<file path="src/hw/ppc_pkg.sv">
// Overview of operation
// - a configured pin edge sets its status bit and raises the port request
// - one request line per port; status bits name the exact pin
// - edge detection keeps running while the device sleeps, so pins wake it
// - only edge detection exists; level interrupts are built elsewhere
// - one port-wide choice of CMOS or LVTTL thresholds, hysteresis always on
// - each pin has an input buffer disable that works in any drive mode
// - each special pin selects supply-level or regulated high output
// - regulated special pins never get resistive pull-up or pull-down
// - pin pairs share a threshold: half or 0.4 supply, half or full reference
// - comparator use may take the analog line as threshold, shared by the pair
// - special pin pairs have a hysteresis enable for comparator noise immunity
// - while reset is asserted every pin sits in analog high impedance
// - at reset release stored reset configuration is copied into its register
// - after release the port reset state can be set to pull-up or pull-down
// - pin output state holds in low power until software changes it or reset
// - each pin has a three-bit drive mode field with eight modes
// - each pin interrupts on rising, falling, both edges or not at all
package ppc_pkg;
  // ==========================================================
  // register byte offsets
  localparam logic [7:0] OFS_DRIVE  = 8'h00;
  localparam logic [7:0] OFS_DATA   = 8'h04;
  localparam logic [7:0] OFS_PINS   = 8'h08;
  localparam logic [7:0] OFS_IMODE  = 8'h0C;
  localparam logic [7:0] OFS_ISTAT  = 8'h10;
  localparam logic [7:0] OFS_IBDIS  = 8'h14;
  localparam logic [7:0] OFS_PCFG   = 8'h18;
  localparam logic [7:0] OFS_SIOREG = 8'h1C;
  localparam logic [7:0] OFS_SIOREF = 8'h20;
  localparam logic [7:0] OFS_RSTCFG = 8'h24;
  // ==========================================================
  // field widths and positions
  localparam int DM_W   = 3;
  localparam int IM_W   = 2;
  localparam int REF_W  = 3;
  localparam int RC_W   = 2;
  localparam int IM_RISE = 0;
  localparam int IM_FALL = 1;
  localparam int PCFG_LVTTL = 0;
  localparam int HYST_POS = 16;
  // ==========================================================
  // drive mode codes
  localparam logic [2:0] DM_ANA  = 3'h0;
  localparam logic [2:0] DM_DIG  = 3'h1;
  localparam logic [2:0] DM_PU   = 3'h2;
  localparam logic [2:0] DM_PD   = 3'h3;
  localparam logic [2:0] DM_ODL  = 3'h4;
  localparam logic [2:0] DM_ODH  = 3'h5;
  localparam logic [2:0] DM_STR  = 3'h6;
  localparam logic [2:0] DM_PUPD = 3'h7;
  // ==========================================================
  // pair threshold codes and reset configuration codes
  localparam logic [2:0] REF_HALF_IO   = 3'h0;
  localparam logic [2:0] REF_P4_IO     = 3'h1;
  localparam logic [2:0] REF_HALF_VREF = 3'h2;
  localparam logic [2:0] REF_VREF      = 3'h3;
  localparam logic [2:0] REF_AGLOBAL   = 3'h4;
  localparam logic [1:0] RC_HIZ    = 2'h0;
  localparam logic [1:0] RC_PULLUP = 2'h1;
  localparam logic [1:0] RC_PULLDN = 2'h2;
  // ==========================================================
  // reset sequencer
  typedef enum logic [0:0] {RS_LOAD, RS_RUN} ppc_rst_t;
endpackage

</file>
<file path="src/hw/ppc_edge_if.sv">
`timescale 1ns/1ns
interface ppc_edge_if #(parameter int PINS = 8);
  logic [PINS-1:0] pin;
  logic [PINS-1:0] rise_en;
  logic [PINS-1:0] fall_en;
  logic [PINS-1:0] clr;
  logic [PINS-1:0] status;
  logic            irq;
  modport unit (input pin, input rise_en, input fall_en, input clr,
                output status, output irq);
  modport ctrl (output pin, output rise_en, output fall_en, output clr,
                input status, input irq);
endinterface

</file>
<file path="src/hw/ppc_edge_unit.sv">
`timescale 1ns/1ns
module ppc_edge_unit #(
  parameter int PINS = 8
) (
  input  wire logic ref_clk,
  input  wire logic rst_n,
  ppc_edge_if.unit  bus
);
  logic [PINS-1:0] prev_reg;
  logic            armed_reg;
  logic [PINS-1:0] status_reg;
  logic [PINS-1:0] ev;

  // ==========================================================
  // edge detect; armed skips the first sample so reset is no edge
  always_comb
  begin
    ev = ((bus.pin & ~prev_reg & bus.rise_en) |
          (~bus.pin & prev_reg & bus.fall_en)) & {PINS{armed_reg}};
  end

  // input history, no clock gating so it runs in sleep too
  always_ff @(posedge ref_clk or negedge rst_n)
  begin
    if (!rst_n)
    begin
      prev_reg  <= '0;
      armed_reg <= 1'b0;
    end
    else
    begin
      prev_reg  <= bus.pin;
      armed_reg <= 1'b1;
    end
  end

  // sticky flags; the set wins over a read clear in the same cycle
  always_ff @(posedge ref_clk or negedge rst_n)
  begin
    if (!rst_n)
      status_reg <= '0;
    else
      status_reg <= (status_reg & ~bus.clr) | ev;
  end

  assign bus.status = status_reg;
  assign bus.irq    = |status_reg;
endmodule

</file>
<file path="src/hw/ppc_top.sv">
`timescale 1ns/1ns
module ppc_top #(
  parameter int              PINS         = 8,
  parameter logic [PINS-1:0] SPECIAL_MASK = '1
) (
  input  wire logic                                 ref_clk,
  input  wire logic                                 rst_n,
  input  wire logic                                 hsel,
  input  wire logic [31:0]                          haddr,
  input  wire logic [1:0]                           htrans,
  input  wire logic                                 hwrite,
  input  wire logic [2:0]                           hsize,
  input  wire logic [31:0]                          hwdata,
  input  wire logic                                 hready,
  output logic                                      hreadyout,
  output logic                                      hresp,
  output logic [31:0]                               hrdata,
  input  wire logic [PINS-1:0]                      pad_in,
  output logic [PINS-1:0]                           pad_out,
  output logic [PINS-1:0]                           pad_oe,
  output logic [PINS-1:0]                           pad_pu,
  output logic [PINS-1:0]                           pad_pd,
  output logic [PINS-1:0]                           pad_ibuf_en,
  output logic [PINS-1:0]                           pad_reg_sel,
  output logic                                      lvttl_sel,
  output logic [ppc_pkg::REF_W*(PINS/2)-1:0]        ref_sel,
  output logic [PINS/2-1:0]                         hyst_en,
  input  wire logic [ppc_pkg::RC_W-1:0]             nv_rst_cfg,
  input  wire logic                                 sleep,
  output logic                                      port_irq,
  output logic                                      wake_req
);
  import ppc_pkg::*;

  localparam int NP = PINS / 2;

  // ==========================================================
  // helpers
  // reset configuration code to the mode every pin takes
  function automatic logic [2:0] rc_mode(input logic [1:0] rc);
    case (rc)
      RC_PULLUP: rc_mode = DM_PU;
      RC_PULLDN: rc_mode = DM_PD;
      default:   rc_mode = DM_ANA;
    endcase
  endfunction

  // data level that makes the resistor face the right rail
  function automatic logic rc_data(input logic [1:0] rc);
    rc_data = (rc == RC_PULLUP);
  endfunction

  // pad drive {oe, out, pu, pd} from mode and data
  function automatic logic [3:0] pad_drive(input logic [2:0] dm, input logic d);
    case (dm)
      DM_PU:   pad_drive = d ? 4'h2 : 4'h8;
      DM_PD:   pad_drive = d ? 4'hC : 4'h1;
      DM_ODL:  pad_drive = d ? 4'h0 : 4'h8;
      DM_ODH:  pad_drive = d ? 4'hC : 4'h0;
      DM_STR:  pad_drive = {1'b1, d, 2'b00};
      DM_PUPD: pad_drive = d ? 4'h2 : 4'h1;
      default: pad_drive = 4'h0;
    endcase
  endfunction

  // ==========================================================
  // AHB-Lite address phase capture
  logic       ap_valid_reg;
  logic       ap_write_reg;
  logic [7:0] ap_addr_reg;
  logic       take;
  logic       wr;
  logic       rd;

  assign take = hsel & hready & htrans[1];

  // only the word address matters; size is accepted as a word
  always_ff @(posedge ref_clk or negedge rst_n)
  begin
    if (!rst_n)
    begin
      ap_valid_reg <= 1'b0;
      ap_write_reg <= 1'b0;
      ap_addr_reg  <= 8'h00;
    end
    else if (hready)
    begin
      ap_valid_reg <= take;
      ap_write_reg <= hwrite;
      ap_addr_reg  <= {haddr[7:2], 2'b00};
    end
  end

  assign wr        = ap_valid_reg & ap_write_reg;
  assign rd        = ap_valid_reg & ~ap_write_reg;
  assign hreadyout = 1'b1;
  assign hresp     = 1'b0;

  // ==========================================================
  // configuration registers
  ppc_rst_t              rs_reg;
  logic [DM_W*PINS-1:0]  drive_reg;
  logic [PINS-1:0]       data_reg;
  logic [IM_W*PINS-1:0]  imode_reg;
  logic [PINS-1:0]       ibdis_reg;
  logic                  lvttl_reg;
  logic [PINS-1:0]       sioreg_reg;
  logic [REF_W*NP-1:0]   sioref_reg;
  logic [NP-1:0]         hyst_reg;
  logic [RC_W-1:0]       rstcfg_reg;

  // one load cycle right after release
  always_ff @(posedge ref_clk or negedge rst_n)
  begin
    if (!rst_n)
      rs_reg <= RS_LOAD;
    else
      case (rs_reg)
        RS_LOAD: rs_reg <= RS_RUN;
        RS_RUN:  rs_reg <= RS_RUN;
        default: rs_reg <= RS_RUN;
      endcase
  end

  // stored reset setting is caught after release, never at reset
  always_ff @(posedge ref_clk or negedge rst_n)
  begin
    if (!rst_n)
      rstcfg_reg <= RC_HIZ;
    else if (rs_reg == RS_LOAD)
      rstcfg_reg <= nv_rst_cfg;
    else if (wr && ap_addr_reg == OFS_RSTCFG)
      rstcfg_reg <= hwdata[RC_W-1:0];
  end

  // drive modes and data only move on load or a bus write, so they hold in sleep
  always_ff @(posedge ref_clk or negedge rst_n)
  begin
    if (!rst_n)
    begin
      drive_reg <= '0;
      data_reg  <= '0;
    end
    else if (rs_reg == RS_LOAD)
    begin
      drive_reg <= {PINS{rc_mode(nv_rst_cfg)}};
      data_reg  <= {PINS{rc_data(nv_rst_cfg)}};
    end
    else if (wr && ap_addr_reg == OFS_RSTCFG)
    begin
      drive_reg <= {PINS{rc_mode(hwdata[RC_W-1:0])}};
      data_reg  <= {PINS{rc_data(hwdata[RC_W-1:0])}};
    end
    else if (wr && ap_addr_reg == OFS_DRIVE)
      drive_reg <= hwdata[DM_W*PINS-1:0];
    else if (wr && ap_addr_reg == OFS_DATA)
      data_reg <= hwdata[PINS-1:0];
  end

  // interrupt, input buffer and special pin controls
  always_ff @(posedge ref_clk or negedge rst_n)
  begin
    if (!rst_n)
    begin
      imode_reg  <= '0;
      ibdis_reg  <= '0;
      lvttl_reg  <= 1'b0;
      sioreg_reg <= '0;
      sioref_reg <= '0;
      hyst_reg   <= '0;
    end
    else if (wr)
    begin
      case (ap_addr_reg)
        OFS_IMODE:  imode_reg <= hwdata[IM_W*PINS-1:0];
        OFS_IBDIS:  ibdis_reg <= hwdata[PINS-1:0];
        OFS_PCFG:   lvttl_reg <= hwdata[PCFG_LVTTL];
        OFS_SIOREG: sioreg_reg <= hwdata[PINS-1:0] & SPECIAL_MASK;
        OFS_SIOREF:
        begin
          sioref_reg <= hwdata[REF_W*NP-1:0];
          hyst_reg   <= hwdata[HYST_POS+NP-1:HYST_POS];
        end
        default: ;
      endcase
    end
  end

  // ==========================================================
  // pad drive, registered; all zero is analog high impedance
  always_ff @(posedge ref_clk or negedge rst_n)
  begin
    if (!rst_n)
    begin
      pad_oe      <= '0;
      pad_out     <= '0;
      pad_pu      <= '0;
      pad_pd      <= '0;
      pad_ibuf_en <= '0;
      pad_reg_sel <= '0;
    end
    else
    begin
      for (int i = 0; i < PINS; i++)
      begin
        logic [2:0] dm;
        logic [3:0] pd4;
        dm = drive_reg[DM_W*i +: DM_W];
        // resistive modes fall back to digital high-z on regulated pins
        if (sioreg_reg[i] && (dm == DM_PU || dm == DM_PD || dm == DM_PUPD))
          dm = DM_DIG;
        pd4 = pad_drive(dm, data_reg[i]);
        pad_oe[i]      <= pd4[3];
        pad_out[i]     <= pd4[2];
        pad_pu[i]      <= pd4[1];
        pad_pd[i]      <= pd4[0];
        pad_ibuf_en[i] <= (dm != DM_ANA) && !ibdis_reg[i];
        pad_reg_sel[i] <= sioreg_reg[i];
      end
    end
  end

  assign lvttl_sel = lvttl_reg;
  assign ref_sel   = sioref_reg;
  assign hyst_en   = hyst_reg;

  // ==========================================================
  // edge unit hookup
  ppc_edge_if #(.PINS(PINS)) eif ();

  always_comb
  begin
    eif.pin = pad_in & pad_ibuf_en;
    for (int i = 0; i < PINS; i++)
    begin
      eif.rise_en[i] = imode_reg[IM_W*i+IM_RISE];
      eif.fall_en[i] = imode_reg[IM_W*i+IM_FALL];
    end
  end

  // the clear mask is exactly what the read returns
  assign eif.clr = (rd && ap_addr_reg == OFS_ISTAT) ? eif.status : '0;

  ppc_edge_unit #(.PINS(PINS)) u_edge (
    .ref_clk (ref_clk),
    .rst_n   (rst_n),
    .bus     (eif.unit)
  );

  assign port_irq = eif.irq;
  assign wake_req = sleep & eif.irq;

  // ==========================================================
  // read mux; unmapped words read zero
  always_comb
  begin
    hrdata = 32'h0000_0000;
    if (rd)
    begin
      case (ap_addr_reg)
        OFS_DRIVE:  hrdata[DM_W*PINS-1:0] = drive_reg;
        OFS_DATA:   hrdata[PINS-1:0] = data_reg;
        OFS_PINS:   hrdata[PINS-1:0] = pad_in & pad_ibuf_en;
        OFS_IMODE:  hrdata[IM_W*PINS-1:0] = imode_reg;
        OFS_ISTAT:  hrdata[PINS-1:0] = eif.status;
        OFS_IBDIS:  hrdata[PINS-1:0] = ibdis_reg;
        OFS_PCFG:   hrdata[PCFG_LVTTL] = lvttl_reg;
        OFS_SIOREG: hrdata[PINS-1:0] = sioreg_reg;
        OFS_SIOREF:
        begin
          hrdata[REF_W*NP-1:0] = sioref_reg;
          hrdata[HYST_POS+NP-1:HYST_POS] = hyst_reg;
        end
        OFS_RSTCFG: hrdata[RC_W-1:0] = rstcfg_reg;
        default:    hrdata = 32'h0000_0000;
      endcase
    end
  end
endmodule

</file>
<file path="config.mk">
export PLATFORM = sky130hd
export DESIGN_NAME = ppc_top
export DESIGN_NICKNAME = d
export VERILOG_FILES = /design/src/hw/ppc_pkg.sv /design/src/hw/ppc_edge_if.sv /design/src/hw/ppc_edge_unit.sv /design/src/hw/ppc_top.sv
export SDC_FILE = /design/constraint.sdc
export NUM_CORES = 1
export LEC_CHECK = 0
export BUFFER_PORTS_ARGS = -buffer_cell sky130_fd_sc_hd__buf_2
export CORE_AREA = 2 2 188 171
export CTS_BUF_LIST = sky130_fd_sc_hd__clkbuf_8
export CTS_CLUSTER_SIZE = 28
export DETAILED_ROUTE_END_ITERATION = 8
export DIE_AREA = 0 0 190 173
export PLACE_DENSITY = 0.44
export SETUP_SLACK_MARGIN = 0.02
export SYNTH_ARGS = -nofsm -noshare
export SYNTH_HDL_FRONTEND = slang
export SYNTH_HIERARCHICAL = 1
export SYNTH_SLANG_ARGS = --single-unit
</file>
<file path="constraint.sdc">
create_clock -name ref_clk -period 3.35 [get_ports ref_clk]
set_clock_uncertainty 0.2 [all_clocks]
set_input_delay 0.5025 -clock ref_clk [delete_from_list [all_inputs] [get_ports ref_clk]]
set_output_delay 0.5025 -clock ref_clk [all_outputs]
set_load 0.02 [all_outputs]
</file>
==> metrics.cfg <==
[timing]
relSlewSlack=0.532
finalCritPeriodShare=0.957
worstMarginPinSlew_ns=0.702
setup_tns_ns=0
grt_setup_unrepaired=false
worst_slack_ns=0.145
hold_viol=0
fin_crit_ns=3.20
finalSetupViolCount=0
slew_violations=0
max_freq_mhz=312

[setup_path]
path_buf_inv=3
crit_cells=7
critPathLaunchType=flip-flop
crit_path_frequent_cell=buf_4
cp_slowest_cell=or4b_4
reg2reg_depth=6
arrival_ns=2.50
crit_path_end_kind=output pin
path_class=reg -> out
cp.required_ns=2.65
cp_top_family=simple AND/OR/NAND/NOR gates
crit_chain=or4b_4, nor3_4, buf_4, buf_4, a22oi_1, a21oi_2, buf_2
slowest_delay_ns=0.57
cp_max_fo=8

[floorplanning]
fp.dieArea_um2=32900
die_w_um=190
die_h_um=173
fp-row-count=61
core_um2=30800
start_util=0.249
io_pins=186

[grt]
grt_util_all_layers=0.161
gr-total-overflow=0
grt_pass1_wl_mm=39.2
grt_pass1_vias=5927
grt_max_degree=59
antenna_found_initial=0

[power]
powerDensity_nw_per_um2=493
p_leak_uw=0.00422
peakVddDrop_mv=0.210

[drt]
vias=5902
dr.first_iter.drc_count=407
wl_mm=26.0
route.detailed.drc=0
firstDrtPassIters=5
postRouteAntennaNets=0
avgViaCountPerCell=4.73
routedWlPerCell_um=20.9

[final_layout]
largest_reg_flops=24
final_cell_mix=dfrtp_1, buf_2, nand2_1
syn_to_final_growth_pct=20.8
drive_above_1_share=0.338
fillers=3239
final_common_cell=dfrtp_1
antenna_cells=0
nets=914

[clock_network]
cts_tree=done
cts_buffer_depth=2
clk-insertion-delay-late_ns=0.47
clk_root_buffer_cell=clkbuf_8
numCtsBuffers=17
clock-sinks=157
clkTransAtPathRegs_ns=0.09
htree_levels=4

[hold_path]
min_path_cells=2
min_path_type=in -> reg

[synthesis]
yosysSeqAreaShare=0.514
synth-seq-cells=157
synth_top_flop_cell=dfrtp_1
ys_warn_count=6
synthArstFlopShare=1.00
netlist_area_um2=7650
synth_edf_count=0
synthCells=688
ys_types=62
postSynthAreaPerCell_um2=11.1

[place]
globalplace.congestion=0.830
io_buffers=137
hpwl_mm=18.9
place_ws_ns=0.433

[flow_run]
drv_cap=0

[status]
status=completed

layout make-up:
| class | instances | area, µm² | share of cell area |
|---|---|---|---|
| clock inverter | 15 | 139 | 0.0150 |
| timing repair buffer | 167 | 941 | 0.102 |
| tap | 409 | 512 | 0.0554 |
| clock buffer | 17 | 234 | 0.0253 |
| inverter | 6 | 22.5 | 0.00244 |
| sequential | 157 | 3930 | 0.425 |
| multi-input combinational | 476 | 3460 | 0.375 |
stage by stage:
stage	total power (µW)	hold WS (ns)	util	cells	area, µm²
floorplan	2810	0.00691	-	697	7680
finish	4560	0.0674	0.300	1247	9240
detailed placement	3180	0.262	0.286	1210	8780
global placement	3170	0.265	0.286	1210	8780
global route	4800	0.0491	0.300	1247	9240
CTS	4600	0.0474	0.299	1245	9180
worst paths after layout:
kind,slack [ns],end,start
worst max-delay path,0.15,hrdata[9],ap_addr_reg[7]
worst min-delay path,0.07,ap_addr_reg[3],haddr[3]
worst max register to register,0.79,ibdis_reg[2],ap_addr_reg[5]
worst min register to register,0.27,pad_ibuf_en[4],ibdis_reg[4]
max in group asynchronous,1.86,ibdis_reg[1],rst_n
min in group asynchronous,0.37,pad_reg_sel[0],rst_n
report_power, final:
group	total (µW)	internal, µW	switching [µW]
Sequential	2320	2080	235
Combinational	822	346	476
Clock	1420	598	819
Total	4560	3030	1530
kinds of logic after synthesis:
kind of cell / Yosys count / share of synthesized area
simple gates: 225 / 0.170
other cells: 3 / 0.00147
xor+xnor: 10 / 0.0115
fa+ha+maj: 4 / 0.00654
flops: 157 / 0.514
mux: 84 / 0.129
buf+inv: 64 / 0.0435
compound gates: 141 / 0.124
timing repair:
| item | in CTS | in global routing |
|---|---|---|
| setup endpoints to repair | 8 | 10 |
| endpoints found under the hold margin | 53 | 0 |
| hold buffers | 1 | 0 |
| gates resized for setup | 1 | 13 |
| pin swaps | 1 | 3 |
| setup buffers | 2 | 2 |
| gates cloned | 0 | 0 |
layer usage:
| metal | up-vias | global-route usage | part of all wire |
|---|---|---|---|
| met3 | 29 | 0.0286 | 0.049 |
| met5 | - | 0 | 0 |
| met1 | 2984 | 0.234 | 0.48 |
| li1 | 2719 | - | - |
| met2 | 170 | 0.241 | 0.45 |
| met4 | 0 | 0.0475 | 0.021 |
cell usage after synthesis, types with 2 or more instances:
| cell | number | area (µm²) |
|---|---|---|
| buf_6 | 4 | 45.0 |
| buf_4 | 10 | 75.1 |
| nor4bb_1 | 6 | 60.1 |
| o21bai_1 | 6 | 45.0 |
| nor2_2 | 2 | 12.5 |
| xnor2_1 | 7 | 61.3 |
| inv_1 | 6 | 22.5 |
| mux2_4 | 10 | 150 |
| nand3_1 | 12 | 60.1 |
| nor3_1 | 11 | 55.1 |
| mux4_2 | 3 | 67.6 |
| and4b_1 | 6 | 60.1 |
| o21ai_0 | 27 | 135 |
| nand2b_1 | 13 | 81.3 |
| o22ai_1 | 8 | 50.1 |
| or3_1 | 3 | 18.8 |
| buf_2 | 6 | 30.0 |
| nor3_4 | 2 | 32.5 |
| nor4b_1 | 3 | 26.3 |
| nor2b_1 | 13 | 81.3 |
| a211o_1 | 2 | 17.5 |
| nor4_1 | 2 | 12.5 |
| and3_1 | 7 | 43.8 |
| ha_1 | 4 | 50.1 |
| a21boi_0 | 3 | 22.5 |
| a2bb2oi_1 | 8 | 70.1 |
| a31oi_1 | 3 | 18.8 |
| a22o_1 | 8 | 70.1 |
| dfrtp_1 | 157 | 3930 |
| xor2_1 | 3 | 26.3 |
| nor2_1 | 34 | 128 |
| clkbuf_1 | 32 | 120 |
| buf_1 | 4 | 15.0 |
| mux2i_1 | 26 | 260 |
| and2_1 | 27 | 169 |
| o2bb2ai_1 | 9 | 78.8 |
| a22oi_1 | 23 | 173 |
| a21oi_1 | 37 | 185 |
| conb_1 | 3 | 11.3 |
| mux2_2 | 45 | 507 |
| nand4b_1 | 15 | 131 |
| nand2_1 | 58 | 218 |
Note: power is estimated with default switching activity, not from simulation.
